<file path="src/core/dsm_pkg.sv">
/*
 * shared types and constants for the data sync marker inserter.
 * assumes one clock domain; all stream inputs come from logic on clk.
 */
package dsm_pkg;

    // =========================================================
    // widths
    localparam int KEY_W = 5;   // right-hand key width
    localparam int CNT_W = 6;   // key count field width
    localparam int SEQ_W = 8;   // wrapping instruction sequence number
    localparam int NUM_W = 8;   // numbered marker value
    localparam int HIST_AW = 5; // key history address width

    // =========================================================
    // constants
    localparam logic [SEQ_W-1:0] HIST_DEPTH = 8'h20;
    localparam logic [NUM_W-1:0] FIRST_MARKER_NUM = 8'h00;
    localparam logic [SEQ_W-1:0] SEQ_ONE = 8'h01;
    localparam logic [NUM_W-1:0] NUM_ONE = 8'h01;
    localparam logic [CNT_W-1:0] CNT_ZERO = 6'h00;
    localparam logic [CNT_W-1:0] CNT_ONE = 6'h01;

    // =========================================================
    // kinds of element on an output stream
    typedef enum logic [1:0] {
        EL_ELEMENT = 2'h0,
        EL_NUMBERED = 2'h1,
        EL_UNNUMBERED = 2'h2,
        EL_RSVD = 2'h3
    } elem_kind_t;

    // control states, gray along idle-scan-mark-emit
    typedef enum logic [1:0] {
        S_IDLE = 2'h0,
        S_SCAN = 2'h1,
        S_MARK = 2'h3,
        S_EMIT = 2'h2
    } state_t;

    // =========================================================
    // carriers
    typedef struct packed {
        logic [KEY_W-1:0] key;
    } instr_in_t;

    typedef struct packed {
        logic [SEQ_W-1:0] parent_seq;
        logic [KEY_W-1:0] key;
    } data_in_t;

    typedef struct packed {
        logic valid;
        elem_kind_t kind;
        logic [KEY_W-1:0] key;
        logic [NUM_W-1:0] num;
    } stream_out_t;

endpackage : dsm_pkg

</file>
<file path="src/core/key_history_ram.sv">
/*
 * key history memory: right-hand key of each recent instruction element,
 * indexed by the low bits of its sequence number.
 * assumes one clock; read data is registered, valid one cycle after raddr.
 */
`timescale 1ns/1ns
module key_history_ram
    import dsm_pkg::*;
(
    // clock and reset
    input wire logic clk,
    input wire logic rst,
    // write port
    input wire logic we,
    input wire logic [HIST_AW-1:0] waddr,
    input wire logic [KEY_W-1:0] wdata,
    // read port
    input wire logic [HIST_AW-1:0] raddr,
    output logic [KEY_W-1:0] rdata
);

    // =========================================================
    // storage
    logic [KEY_W-1:0] mem [0:(1<<HIST_AW)-1];

    // write one key per accepted instruction element
    always_ff @(posedge clk) begin
        if (we) begin
            mem[waddr] <= wdata;
        end
    end

    // registered read
    always_ff @(posedge clk) begin
        if (rst) begin
            rdata <= '0;
        end else begin
            rdata <= mem[raddr];
        end
    end

endmodule : key_history_ram

</file>
<file path="src/core/dsm_inserter.sv">
/*
 * data sync marker inserter: passes instruction and data trace elements,
 * tracks the last matched instruction element and its key window, and
 * puts numbered or unnumbered markers into both streams.
 * assumes all inputs come from logic on clk, outputs are never stalled,
 * and a data element arrives after its parent instruction element.
 */
`timescale 1ns/1ns
module dsm_inserter
    import dsm_pkg::*;
(
    // clock and reset
    input wire logic clk,
    input wire logic rst,
    // configuration and control
    input wire logic trace_enable,
    input wire logic [CNT_W-1:0] instr_key_count_field,
    input wire logic data_overflow_recovered,
    input wire logic sync_trace_info,
    input wire logic instr_cancel,
    // instruction element input
    input wire logic instr_in_valid,
    input wire instr_in_t instr_in,
    output logic instr_in_ready,
    // data element input
    input wire logic data_in_valid,
    input wire data_in_t data_in,
    output logic data_in_ready,
    // output streams
    output stream_out_t instr_out,
    output stream_out_t data_out,
    output logic timestamp_req
);

    // =========================================================
    // state
    state_t state_reg;
    state_t state_next;
    logic enable_reg;
    logic lme_valid_reg;
    logic [SEQ_W-1:0] lme_seq_reg;
    logic [KEY_W-1:0] lme_key_reg;
    logic [SEQ_W-1:0] instr_seq_reg;
    logic num_pending_reg;
    logic cancel_pending_reg;
    logic [NUM_W-1:0] marker_num_reg;
    logic [SEQ_W-1:0] q_seq_reg;
    logic [KEY_W-1:0] q_key_reg;
    logic q_later_reg;
    logic mark_numbered_reg;
    logic [SEQ_W-1:0] scan_ptr_reg;
    logic [SEQ_W-1:0] scan_stop_reg;
    logic [KEY_W-1:0] scan_target_reg;
    logic rd_pending_reg;
    logic [KEY_W-1:0] hist_rdata;

    // =========================================================
    // handshakes and window arithmetic
    logic start;
    logic data_take;
    logic instr_take;
    logic [CNT_W-1:0] end_sum;
    logic [CNT_W-1:0] end_key6;
    logic [CNT_W-1:0] start_key6;
    logic [KEY_W-1:0] end_key;
    logic [KEY_W-1:0] start_key;
    logic [SEQ_W-1:0] diff;
    logic q_later;
    logic [SEQ_W-1:0] older;
    logic [SEQ_W-1:0] span;
    logic out_of_reach;
    logic scan_hit;

    assign start = trace_enable & ~enable_reg;
    assign data_take = data_in_valid & data_in_ready & trace_enable;
    assign instr_take = instr_in_valid & instr_in_ready & trace_enable;

    // window edge keys, modulo the key count
    always_comb begin
        end_sum = {1'b0, lme_key_reg} + (instr_key_count_field >> 1);
        if (end_sum >= instr_key_count_field) begin
            end_key6 = end_sum - instr_key_count_field;
        end else begin
            end_key6 = end_sum;
        end
        if (end_key6 + CNT_ONE == instr_key_count_field) begin
            start_key6 = CNT_ZERO;
        end else begin
            start_key6 = end_key6 + CNT_ONE;
        end
    end
    assign end_key = end_key6[KEY_W-1:0];
    assign start_key = start_key6[KEY_W-1:0];

    // position of the new parent against the last match
    assign diff = data_in.parent_seq - lme_seq_reg;
    assign q_later = (diff != '0) & ~diff[SEQ_W-1];
    assign older = q_later ? lme_seq_reg : data_in.parent_seq;
    assign span = instr_seq_reg - older;
    // history too short to prove membership: mark anyway
    assign out_of_reach = (span >= HIST_DEPTH);
    assign scan_hit = rd_pending_reg & (hist_rdata == scan_target_reg);

    // =========================================================
    // next state
    always_comb begin
        state_next = state_reg;
        case (state_reg)
            S_IDLE: begin
                if (data_take) begin
                    if (num_pending_reg | cancel_pending_reg | ~lme_valid_reg) begin
                        state_next = S_MARK;
                    end else if (out_of_reach) begin
                        state_next = S_MARK;
                    end else if (diff == '0) begin
                        state_next = S_EMIT;
                    end else begin
                        state_next = S_SCAN;
                    end
                end
            end
            S_SCAN: begin
                if (scan_hit) begin
                    state_next = S_MARK;
                end else if (scan_ptr_reg == scan_stop_reg) begin
                    state_next = S_EMIT;
                end
            end
            S_MARK: begin
                state_next = S_EMIT;
            end
            S_EMIT: begin
                state_next = S_IDLE;
            end
            default: begin
                state_next = S_IDLE;
            end
        endcase
        if (~trace_enable | start) begin
            state_next = S_IDLE;
        end
    end

    // state register
    always_ff @(posedge clk) begin
        if (rst) begin
            state_reg <= S_IDLE;
        end else begin
            state_reg <= state_next;
        end
    end

    // enable edge detect
    always_ff @(posedge clk) begin
        if (rst) begin
            enable_reg <= 1'b0;
        end else begin
            enable_reg <= trace_enable;
        end
    end

    // ready flags, registered from the next state
    always_ff @(posedge clk) begin
        if (rst) begin
            data_in_ready <= 1'b0;
            instr_in_ready <= 1'b0;
        end else begin
            data_in_ready <= trace_enable & (state_next == S_IDLE);
            // hold instructions while scanning or marking
            instr_in_ready <= trace_enable & (state_next != S_SCAN) &
                (state_next != S_MARK);
        end
    end

    // =========================================================
    // pending marker causes, set wins over clear; the taking data element
    // consumes them, so a cause that comes while it is in flight waits
    always_ff @(posedge clk) begin
        if (rst) begin
            num_pending_reg <= 1'b0;
            cancel_pending_reg <= 1'b0;
        end else begin
            if (start | data_overflow_recovered | sync_trace_info) begin
                num_pending_reg <= 1'b1;
            end else if (data_take) begin
                num_pending_reg <= 1'b0;
            end
            if (instr_cancel) begin
                cancel_pending_reg <= 1'b1;
            end else if (start | data_take) begin
                cancel_pending_reg <= 1'b0;
            end
        end
    end

    // latch the accepted data element
    always_ff @(posedge clk) begin
        if (rst) begin
            q_seq_reg <= '0;
            q_key_reg <= '0;
            q_later_reg <= 1'b0;
            mark_numbered_reg <= 1'b0;
        end else if (data_take && state_reg == S_IDLE) begin
            q_seq_reg <= data_in.parent_seq;
            q_key_reg <= data_in.key;
            q_later_reg <= q_later;
            mark_numbered_reg <= num_pending_reg;
        end
    end

    // =========================================================
    // scan walks the history between last match and parent
    always_ff @(posedge clk) begin
        if (rst) begin
            scan_ptr_reg <= '0;
            scan_stop_reg <= '0;
            scan_target_reg <= '0;
            rd_pending_reg <= 1'b0;
        end else if (state_reg == S_IDLE) begin
            rd_pending_reg <= 1'b0;
            if (q_later) begin
                scan_ptr_reg <= lme_seq_reg + SEQ_ONE;
                scan_stop_reg <= data_in.parent_seq;
                scan_target_reg <= end_key;
            end else begin
                scan_ptr_reg <= data_in.parent_seq + SEQ_ONE;
                // the last match is read too: with two keys it carries the backward edge key
                scan_stop_reg <= lme_seq_reg + SEQ_ONE;
                scan_target_reg <= start_key;
            end
        end else if (state_reg == S_SCAN) begin
            rd_pending_reg <= (scan_ptr_reg != scan_stop_reg);
            if (scan_ptr_reg != scan_stop_reg) begin
                scan_ptr_reg <= scan_ptr_reg + SEQ_ONE;
            end
        end else begin
            rd_pending_reg <= 1'b0;
        end
    end

    // history of instruction keys
    key_history_ram u_hist (
        .clk(clk),
        .rst(rst),
        .we(instr_take),
        .waddr(instr_seq_reg[HIST_AW-1:0]),
        .wdata(instr_in.key),
        .raddr(scan_ptr_reg[HIST_AW-1:0]),
        .rdata(hist_rdata)
    );

    // =========================================================
    // instruction sequence counter, restarts at enable
    always_ff @(posedge clk) begin
        if (rst) begin
            instr_seq_reg <= '0;
        end else if (start) begin
            instr_seq_reg <= '0;
        end else if (instr_take) begin
            instr_seq_reg <= instr_seq_reg + SEQ_ONE;
        end
    end

    // last matched element
    always_ff @(posedge clk) begin
        if (rst) begin
            lme_valid_reg <= 1'b0;
            lme_seq_reg <= '0;
            lme_key_reg <= '0;
        end else if (start | data_overflow_recovered) begin
            lme_valid_reg <= 1'b0;
        end else if (state_reg == S_EMIT && (~lme_valid_reg | q_later_reg)) begin
            lme_valid_reg <= 1'b1;
            lme_seq_reg <= q_seq_reg;
            lme_key_reg <= q_key_reg;
        end
    end

    // numbered marker value
    always_ff @(posedge clk) begin
        if (rst) begin
            marker_num_reg <= FIRST_MARKER_NUM;
        end else if (start) begin
            marker_num_reg <= FIRST_MARKER_NUM;
        end else if (state_reg == S_MARK && mark_numbered_reg) begin
            marker_num_reg <= marker_num_reg + NUM_ONE;
        end
    end

    // =========================================================
    // data stream output
    always_ff @(posedge clk) begin
        if (rst) begin
            data_out <= '0;
        end else begin
            data_out <= '0;
            if (state_reg == S_MARK) begin
                data_out.valid <= 1'b1;
                data_out.kind <= mark_numbered_reg ? EL_NUMBERED : EL_UNNUMBERED;
                data_out.num <= mark_numbered_reg ? marker_num_reg : '0;
            end else if (state_reg == S_EMIT) begin
                data_out.valid <= 1'b1;
                data_out.kind <= EL_ELEMENT;
                data_out.key <= q_key_reg;
            end
        end
    end

    // instruction stream output, marker in the same cycle
    always_ff @(posedge clk) begin
        if (rst) begin
            instr_out <= '0;
        end else begin
            instr_out <= '0;
            if (state_reg == S_MARK) begin
                instr_out.valid <= 1'b1;
                instr_out.kind <= mark_numbered_reg ? EL_NUMBERED : EL_UNNUMBERED;
                instr_out.num <= mark_numbered_reg ? marker_num_reg : '0;
            end else if (instr_take) begin
                instr_out.valid <= 1'b1;
                instr_out.kind <= EL_ELEMENT;
                instr_out.key <= instr_in.key;
            end
        end
    end

    // timestamp request with every numbered marker
    always_ff @(posedge clk) begin
        if (rst) begin
            timestamp_req <= 1'b0;
        end else begin
            timestamp_req <= (state_reg == S_MARK) & mark_numbered_reg;
        end
    end

    // every marker is mirrored on both streams in one cycle
    // a timestamp request goes with each numbered value, in the same cycle

endmodule : dsm_inserter

</file>
<file path="config.mk">
export PLATFORM = sky130hd
export DESIGN_NAME = dsm_inserter
export DESIGN_NICKNAME = d
export VERILOG_FILES = /design/src/core/dsm_pkg.sv /design/src/core/key_history_ram.sv /design/src/core/dsm_inserter.sv
export SDC_FILE = /design/constraint.sdc
export NUM_CORES = 1
export LEC_CHECK = 0
export BUFFER_PORTS_ARGS = -buffer_cell sky130_fd_sc_hd__buf_2
export CORE_MARGIN = 5
export CORE_UTILIZATION = 40
export DETAILED_ROUTE_END_ITERATION = 12
export RECOVER_POWER = 100
export SKIP_LAST_GASP = 1
export SLEW_MARGIN = 20
export SYNTH_ARGS = -nofsm -noshare
export SYNTH_HDL_FRONTEND = slang
export SYNTH_HIERARCHICAL = 1
export SYNTH_SLANG_ARGS = --single-unit
</file>
<file path="constraint.sdc">
create_clock -name clk -period 7.2 [get_ports clk]
set_input_delay 1.08 -clock clk [delete_from_list [all_inputs] [get_ports clk]]
set_output_delay 1.08 -clock clk [all_outputs]
set_load 0.05 [all_outputs]
</file>
==> results of run 1 <==
-- layout make-up --
class | count | area share [%]
repair buffers | 74 | 2.502
inverters | 26 | 0.7365
flip-flops and latches | 262 | 51.69
clock inverters | 13 | 0.5194
clock buffers | 37 | 5.855
multi-input cells | 611 | 35.01
well taps | 390 | 3.683
-- per-layer routing --
layer  GRT usage [%]  up-vias  part of all wire, %
li1                -     3569                    -
met1           21.36     3591                   47
met2           24.21      169                   46
met3           2.870       35                  5.6
met4           3.603        0                  2.1
met5               0        -                    0
-- how the worst min path moves through the flow --
stage	startpoint	end	slack [ps]	cells after the start
finish	q_seq_reg[4]	q_seq_reg[4]	450	2
global route	q_seq_reg[3]	q_seq_reg[3]	470	2
CTS	q_seq_reg[4]	q_seq_reg[4]	460	2
detailed placement	q_seq_reg[3]	q_seq_reg[3]	450	2
global placement	q_seq_reg[6]	q_seq_reg[6]	440	2
floorplan	mark_numbered_reg	data_out[14]	420	1
-- stage by stage --
stage | total power [mW] | setup WS [ps] | hold slack (ps) | util, % | area [um^2]
detailed placement | 1.933 | 1283 | 447.9 | 42.30 | 12470
floorplan | 1.855 | 1816 | 421.9 | - | 11860
global placement | 1.930 | 1385 | 443.1 | 42.30 | 12470
finish | 3.220 | 1266 | 454.5 | 44.95 | 13250
CTS | 3.253 | 1823 | 456.0 | 45.16 | 13310
global route | 3.351 | 697.3 | 468.1 | 44.95 | 13250
-- cells by family after synthesis --
| group | after synthesis | share of synthesized area [%] |
|---|---|---|
| simple gates | 305 | 12.11 |
| flops | 262 | 57.75 |
| compound gates | 122 | 6.734 |
| mux | 81 | 11.29 |
| buf+inv | 75 | 3.124 |
| xor+xnor | 69 | 5.214 |
| fa+ha+maj | 34 | 3.778 |
-- worst max-delay path, cell delays in order --
cell      delay (ps)
buf_2            130
inv_1            100
ha_1             230
fa_1             400
nand2b_1         160
a21boi_0         230
o21ai_0          150
a21oi_1          150
o21ai_0          120
a22oi_1         1230
a21oi_1          200
ha_1             320
nor2b_1          120
o21ai_0          160
a21oi_1          130
o41a_1           340
xor2_1           300
xnor2_1          170
a22oi_1          100
o31ai_1          340
nor2_1            60
-- Yosys cell counts (all sizes together) (8+ instances only) --
cell type,instances,share of area (%)
mux4,40,7.7
xnor2,37,2.7
ha,31,3.3
a22oi,8,0.55
and3,15,0.83
nor3,9,0.42
nor2b,12,0.63
nor2,117,3.7
inv,26,0.82
a211oi,19,1.2
nand2,68,2.2
dfxtp,102,17
o21ai,14,0.59
mux2i,41,3.6
nand3,29,1.3
clkbuf,23,0.73
edfxtp,160,41
and2,16,0.84
buf,26,1.6
nand2b,12,0.63
nand4,8,0.42
a21oi,46,1.9
xor2,31,2.3
-- where the power goes --
group	total, mW	switching, mW	internal, mW
sequential	1.62	0.0154	1.61
clock	1.32	0.567	0.753
combinational	0.276	0.161	0.115
total	3.22	0.743	2.48
==> results.cfg, run 1 <==
[outcome]
outcome = finished with violations
violations = capacitance limit, slew limit

[cts]
cts_resized = 0
post_cts_buffers = 0
cts_hold_buffers = 0
cts_root_buf = clkbuf_16
cts_tree = built
cts_made_buffers = 28
clkTransAtPathRegs_ps = 60
cts_num_sinks = 262
htreeDepth = 1
worstSkewPairLatency_ps = 540
clockBufferDepth = 3

[timing]
clock.fmax_mhz = 168.5
fin_crit_sh_pct = 82.42
rsz0062_at_grt = false
period_needed_ps = 5934
final_max_slew_viol_count = 86
maxSlewHeadroom_pct = -109.3
hold_viol_final = 0
finClkSkew_ps = 11.49
tightest_slew_ps = 3139
setup_viol = 0
fin_tns_setup_ps = 0

[final_layout]
antenna_cells = 0
regMostFlops = u_hist/mem
regArea_mm2 = 0.006849
fillers = 2737
final_common_cell = edfxtp_1
multi_input_area_mm2 = 0.004639
final_cells = 1413
reg_top3 = u_hist/mem (160), instr_out (14)
drive_above_1_share_pct = 12.22
area_growth_pct = 11.77
layout_common_cells = edfxtp_1 (160), nor2_1 (117), dfxtp_1 (100)
final_nets = 1069
largest_reg_flops = 160

[global_routing]
antenna_found_initial = 0
track_usage_pct = 15.09
grt_overflow = 0
grt_start_max_net_pins = 68
grt_pass1_wl_um = 40540
grt_pass1_vias = 7408

[critical_path]
worstPathRequired_ps = 7500
cp.arrival_ps = 6240
end_kind = flop
cp-endpoint = state_reg[1]
r2r_cells = 19
timing.rr.start = lme_seq_reg[0]
crit_fanout = 18
timing.rr.end = state_reg[1]
r2r_setup_slack_ps = 1640
crit_type = input pin to flop
crit_path_start = data_in[5]
start_kind = input pin

[logic_synthesis]
synthArstFlopShare_pct = 0
ys.flop_type = edfxtp_1
synthesis.area_mm2 = 0.01186
ys_warn_count = 6
ys_types = 63
synth_seq_area_share_pct = 57.75
syn_area_per_cell_um2 = 12.51
synth_edf_count = 160
ys_ff_latch = 262
syn_inst = 948
syn_nets = 1014

[die]
io_pins = 67
die_w_um = 182.2
core_mm2 = 0.02948
initial_core_util_pct = 40.21
chipHeight_um = 182.2
rows = 63
die-area_mm2 = 0.03318

[pwr]
irDropWorstVdd_mv = 0.1553
leakagePower_nw = 4.522
powerDensity_mw_per_mm2 = 243.0

[placement]
hpwl_um = 16750
gp_congestion = 0.8310
portBuffers = 66
dp_cells = 1363

[route]
route.vias.total = 7364
wl_um = 25110
wl_per_cell_um = 17.77
drtAntennaViolNets = 0
first_iter_violations = 491
drc = 0
firstDrtPassIters = 5
viasPerCell = 5.212

[run]
maxCapViolCount = 3

[min_path]
hold_class = flop to flop
Note: power is estimated with default switching activity, not from simulation.
==> run 2, diff against run 1 <==
==> constraint.sdc (replaced) <==
create_clock -name clk -period 5.4 [get_ports clk]
set_input_delay 0.81 -clock clk [delete_from_list [all_inputs] [get_ports clk]]
set_output_delay 0.81 -clock clk [all_outputs]
set_load 0.05 [all_outputs]
==> run 2 against run 1 <==
Against the previous run:
- the run still ends with capacitance limit, slew limit left
- critical path depth shrank 5
- core utilization grew 0.63 points
- combinational power increased by 32%
- final cell count is 0.35% higher
- global-route usage increased by 0.10 points
- setup slack got worse by 720 ps
- largest power group unchanged
- clock skew up 3.6 ps
- first-iteration DRC count fell by 12%
- clock power increased by 58%
==> results.cfg, run 2 (same netlist as run 1, synthesis figures left out) <==
[route]
wl_per_cell_um = 18.01
viasPerCell = 5.214
first_iter_violations = 430
wl_um = 25530
route.vias.total = 7394
drc = 0
firstDrtPassIters = 5
drtAntennaViolNets = 0

[timing]
tightest_slew_ps = 2077
clock.fmax_mhz = 205.9
maxSlewHeadroom_pct = -38.49
setup_viol = 0
rsz0062_at_grt = false
fin_crit_sh_pct = 89.93
period_needed_ps = 4856
final_max_slew_viol_count = 69
finClkSkew_ps = 15.14
hold_slack_ps = 456.5
fin_tns_setup_ps = 0
hold_viol_final = 0

[min_path]
min_from = q_seq_reg[2]
min_to = q_seq_reg[2]
hold_class = flop to flop
hold_depth = 2

[pwr]
p_total_mw = 4.628
leakagePower_nw = 4.595
irDropWorstVdd_mv = 0.2414
powerDensity_mw_per_mm2 = 344.4

[critical_path]
r2r_cells = 15
timing.rr.start = lme_key_reg[0]
start_kind = input pin
crit_type = input pin to flop
r2r_setup_slack_ps = 670
timing.rr.end = scan_target_reg[2]
cp.arrival_ps = 5190
crit_fanout = 11
worstPathRequired_ps = 5730
end_kind = flop
crit_path_start = instr_key_count_field[1]

[final_layout]
final_nets = 1073
final_common_cell = edfxtp_1
fillers = 2742
regArea_mm2 = 0.006848
regMostFlops = u_hist/mem
antenna_cells = 0
multi_input_area_mm2 = 0.004628
drive_above_1_share_pct = 11.87
largest_reg_flops = 160
layout_common_cells = edfxtp_1 (160), nor2_1 (117), dfxtp_1 (101)
area_growth_pct = 13.34
reg_top3 = u_hist/mem (160), instr_out (14)

[outcome]
violations = capacitance limit, slew limit
outcome = finished with violations

[cts]
cts_resized = 0
clkTransAtPathRegs_ps = 60
cts_root_buf = clkbuf_16
clockBufferDepth = 3
cts_made_buffers = 28
htreeDepth = 1
cts_tree = built
cts_hold_buffers = 0
cts_num_sinks = 262
worstSkewPairLatency_ps = 540
post_cts_buffers = 0

[placement]
portBuffers = 66
gp_congestion = 0.8104
hpwl_um = 17150

[global_routing]
grt_pass1_vias = 7296
use_met2_pct = 24.90
grt_start_max_net_pins = 44
grtUsageMet3_pct = 2.591
track_usage_pct = 15.19
grtUsageMet1_pct = 21.18
grt.busiest_layer = met2
grt_pass1_wl_um = 40580
grt_overflow = 0
antenna_found_initial = 1

[die]
initial_core_util_pct = 40.21
io_pins = 67
rows = 63
core_mm2 = 0.02948
die_w_um = 182.2
chipHeight_um = 182.2
die-area_mm2 = 0.03318

[run]
maxCapViolCount = 3
==> run 2: layer usage <==
layer,wire length [um],up-vias
met5,13,-
met4,554,2
met3,1339,42
met2,11790,159
met1,11830,3604
li1,-,3587
==> run 2: worst max-delay path, stage by stage <==
cell	delay [ps]
buf_2	150
ha_1	240
fa_1	590
inv_1	100
fa_1	440
or2b_1	260
a21oi_1	190
o31a_1	500
mux2i_1	430
ha_1	340
nand3_1	90
o21ai_0	330
xnor2_1	180
nand3_1	200
o22ai_1	220
a311oi_1	110
==> run 2: worst max-delay path by stage <==
| stage | slack (ps) | end | depth (start not counted) |
|---|---|---|---|
| floorplan | 290 | data_in_ready | 23 |
| global placement | 310 | data_in_ready | 21 |
| detailed placement | 90 | data_in_ready | 21 |
| CTS | 630 | data_in_ready | 21 |
| global route | 140 | scan_target_reg[2] | 18 |
| finish | 540 | scan_target_reg[2] | 16 |
==> run 2: per-stage QoR <==
stage | instance area [um^2] | std cells | setup slack (ps) | util (%)
6_report | 13440 | 1418 | 544.0 | 45.58
3_5_place_dp | 12500 | 1367 | 86.89 | 42.40
4_1_cts | 13530 | 1418 | 627.8 | 45.90
5_1_grt | 13440 | 1418 | 141.1 | 45.58
3_3_place_gp | 12500 | 1367 | 305.2 | 42.40
2_1_floorplan | 11860 | 948 | 286.1 | -
==> run 2: power by group <==
| group | switching [mW] | internal, mW | total, mW |
|---|---|---|---|
| logic | 0.210 | 0.154 | 0.364 |
| clock network | 0.780 | 1.31 | 2.09 |
| registers | 0.0255 | 2.14 | 2.17 |
| total | 1.02 | 3.61 | 4.63 |
==> run 2: layout make-up <==
cell class                 count  area share, %
multi-input combinational    611          34.44
clock buffer                  36          6.137
inverter                      26         0.7263
timing repair buffer          78          2.542
sequential                   262          50.96
clock inverter                15          1.555
tap                          390          3.632
==> run 3, diff against run 2 <==
--- a/config.mk
+++ b/config.mk
@@ -5,6 +5,7 @@
 export SDC_FILE = /design/constraint.sdc
 export NUM_CORES = 1
 export LEC_CHECK = 0
+export ABC_AREA = 1
 export BUFFER_PORTS_ARGS = -buffer_cell sky130_fd_sc_hd__buf_2
 export CORE_MARGIN = 5
 export CORE_UTILIZATION = 40
==> run 3 against run 2 <==
Against the previous run:
- the flow still finishes with violations (capacitance limit, slew limit)
- synthesized cell count up 48%
- clock-buffer cell count increased by 5
- sequential cell count did not move
- core utilization decreased by 1.2 points
- clock skew grew 31 ps
- via count up 27%
- die area increased by 5.9%
- register-to-register slack better by 420 ps
- first-iteration DRC count is 49% higher
- largest power group unchanged
- highest routed layer is now met4
==> results.cfg, run 3 <==
[final_layout]
final_cells = 1865
stdcell_area_mm2 = 0.01390
reg_top3 = u_hist/mem (160), instr_out (14)
area_growth_pct = 10.32
fillers = 3054
antenna_cells = 0
regArea_mm2 = 0.006847
layout_common_cells = nand2_1 (334), nand3_1 (161), edfxtp_1 (160)
drive_above_1_share_pct = 6.767
final_common_cell = nand2_1
regMostFlops = u_hist/mem
multi_input_area_mm2 = 0.004790
largest_reg_flops = 160
final_nets = 1507

[critical_path]
r2r_setup_slack_ps = 1090
worstPathRequired_ps = 5800
cp.arrival_ps = 4830
crit_type = input pin to flop
start_kind = input pin
end_kind = flop
crit_fanout = 13

[timing]
rsz0062_at_grt = false
fin_tns_setup_ps = 0
setup_viol = 0
finClkSkew_ps = 45.68
clock.fmax_mhz = 225.9
maxSlewHeadroom_pct = -22.55
hold_slack_ps = 454.3
final_max_slew_viol_count = 214
hold_viol_final = 0
tightest_slew_ps = 1838
fin_crit_sh_pct = 81.97
period_needed_ps = 4426

[logic_synthesis]
netlist_top_cells_area = edfxtp_1 (38%), dfxtp_1 (16%), nand2_1 (9.9%)
synth_edf_count = 160
ys_types = 51
ys_warn_count = 6
synth_top_area_cell = edfxtp_1
ys_ff_latch = 262
synth_common_cells = nand2_1 (333), edfxtp_1 (160), nand3_1 (160)
ys.flop_type = edfxtp_1
syn_area_per_cell_um2 = 8.994
synthesis.area_mm2 = 0.01260
synth_top_area_share_pct = 38.13
synth_seq_area_share_pct = 54.33
synthArstFlopShare_pct = 0
syn_nets = 1467
yosysMostFrequentCell = nand2_1
syn_inst = 1401

[global_routing]
track_usage_pct = 16.19
grt_pass1_vias = 9014
grt_start_max_net_pins = 81
grt_pass1_wl_um = 47110
antenna_found_initial = 0
grt_overflow = 0

[cts]
clkTransAtPathRegs_ps = 60
cts_made_buffers = 28
cts_hold_buffers = 0
post_cts_buffers = 0
cts_root_buf = clkbuf_16
worstSkewPairLatency_ps = 570
clockBufferDepth = 3
cts_resized = 0
htreeDepth = 1
cts_num_sinks = 262
cts_tree = built

[outcome]
outcome = finished with violations
violations = capacitance limit, slew limit

[die]
die_w_um = 187.5
initial_core_util_pct = 40.24
die-area_mm2 = 0.03515
chipHeight_um = 187.5
io_pins = 67
rows = 65
core_mm2 = 0.03131

[pwr]
powerDensity_mw_per_mm2 = 329.4
irDropWorstVdd_mv = 0.2506
p_total_mw = 4.579
leakagePower_nw = 5.505

[placement]
dp_cells = 1813
gp_congestion = 0.8707
hpwl_um = 19630
portBuffers = 66
placed_cell_area_mm2 = 0.01305

[route]
wl_per_cell_um = 15.72
viasPerCell = 5.053
firstDrtPassIters = 4
drc = 0
wl_um = 29320
first_iter_violations = 642
drtAntennaViolNets = 0
route.vias.total = 9423

[min_path]
hold_class = flop to flop

[run]
maxCapViolCount = 6
[run 3: final timing paths]
| check | from | cells past startpoint | endpoint |
|---|---|---|---|
| worst max-delay path | instr_key_count_field[1] | 19 | scan_target_reg[1] |
| worst min-delay path | mark_numbered_reg | 1 | data_out[14] |
| worst max register to register | lme_key_reg[0] | 18 | scan_target_reg[1] |
| worst min register to register | mark_numbered_reg | 1 | data_out[14] |
[run 3: cell type report]
| cell class | instances | share of cell area (%) |
|---|---|---|
| Clock inverter | 11 | 0.7561 |
| Inverter | 131 | 3.627 |
| Sequential cell | 262 | 49.25 |
| Timing Repair Buffer | 73 | 2.304 |
| Multi-Input combinational cell | 945 | 34.46 |
| Clock buffer | 41 | 5.986 |
| Tap cell | 402 | 3.618 |
[run 3: logic make-up after synthesis]
logic type                 count (synthesis)  synth area share (%)
adders and majority gates                 34                 3.555
and+or+nand+nor                          677                 23.52
AOI/OAI and AO/OA                        200                 8.718
DFF                                      262                 54.33
xor gates and xnor gates                  34                 2.363
buffers and inverters                    194                 7.507
[run 3: report_power, final]
| part | internal [mW] | switching (mW) | leakage, nW |
|---|---|---|---|
| Clock | 1.12 | 0.775 | 0.461 |
| Sequential | 2.15 | 0.0314 | 2.27 |
| Combinational | 0.161 | 0.341 | 2.78 |
[run 3: through the flow]
| step | util, % | worst slack (ps) |
|---|---|---|
| after CTS | 44.67 | 1529 |
| after global routing | 44.40 | 621.7 |
| after global placement | 41.68 | 1105 |
| after detailed placement | 41.68 | 985.3 |
| after floorplan | - | 1372 |
| final | 44.40 | 973.6 |
[run 3: per-layer routing]
layer	part of all wire, %	routed length [um]	global-route usage [%]
met1	45	13250	22.01
met2	48	14140	27.95
met3	5.0	1464	2.066
met4	1.6	463	3.473
met5	0	0	0
[run 3: critical path, stage by stage]
cell and delay, ps:
buf_2 140, ha_1 250, fa_1 400, nand3_1 80, nand2_1 60, xor2_1 230, ha_1 330, nand2_2 110
clkinv_4 80, a21oi_4 190, nand3_1 610, o21ai_4 420, ha_1 310, xnor2_1 180, nand3_1 110, nor2_2 130
nand3_2 130, o21bai_1 170, a21oi_1 70
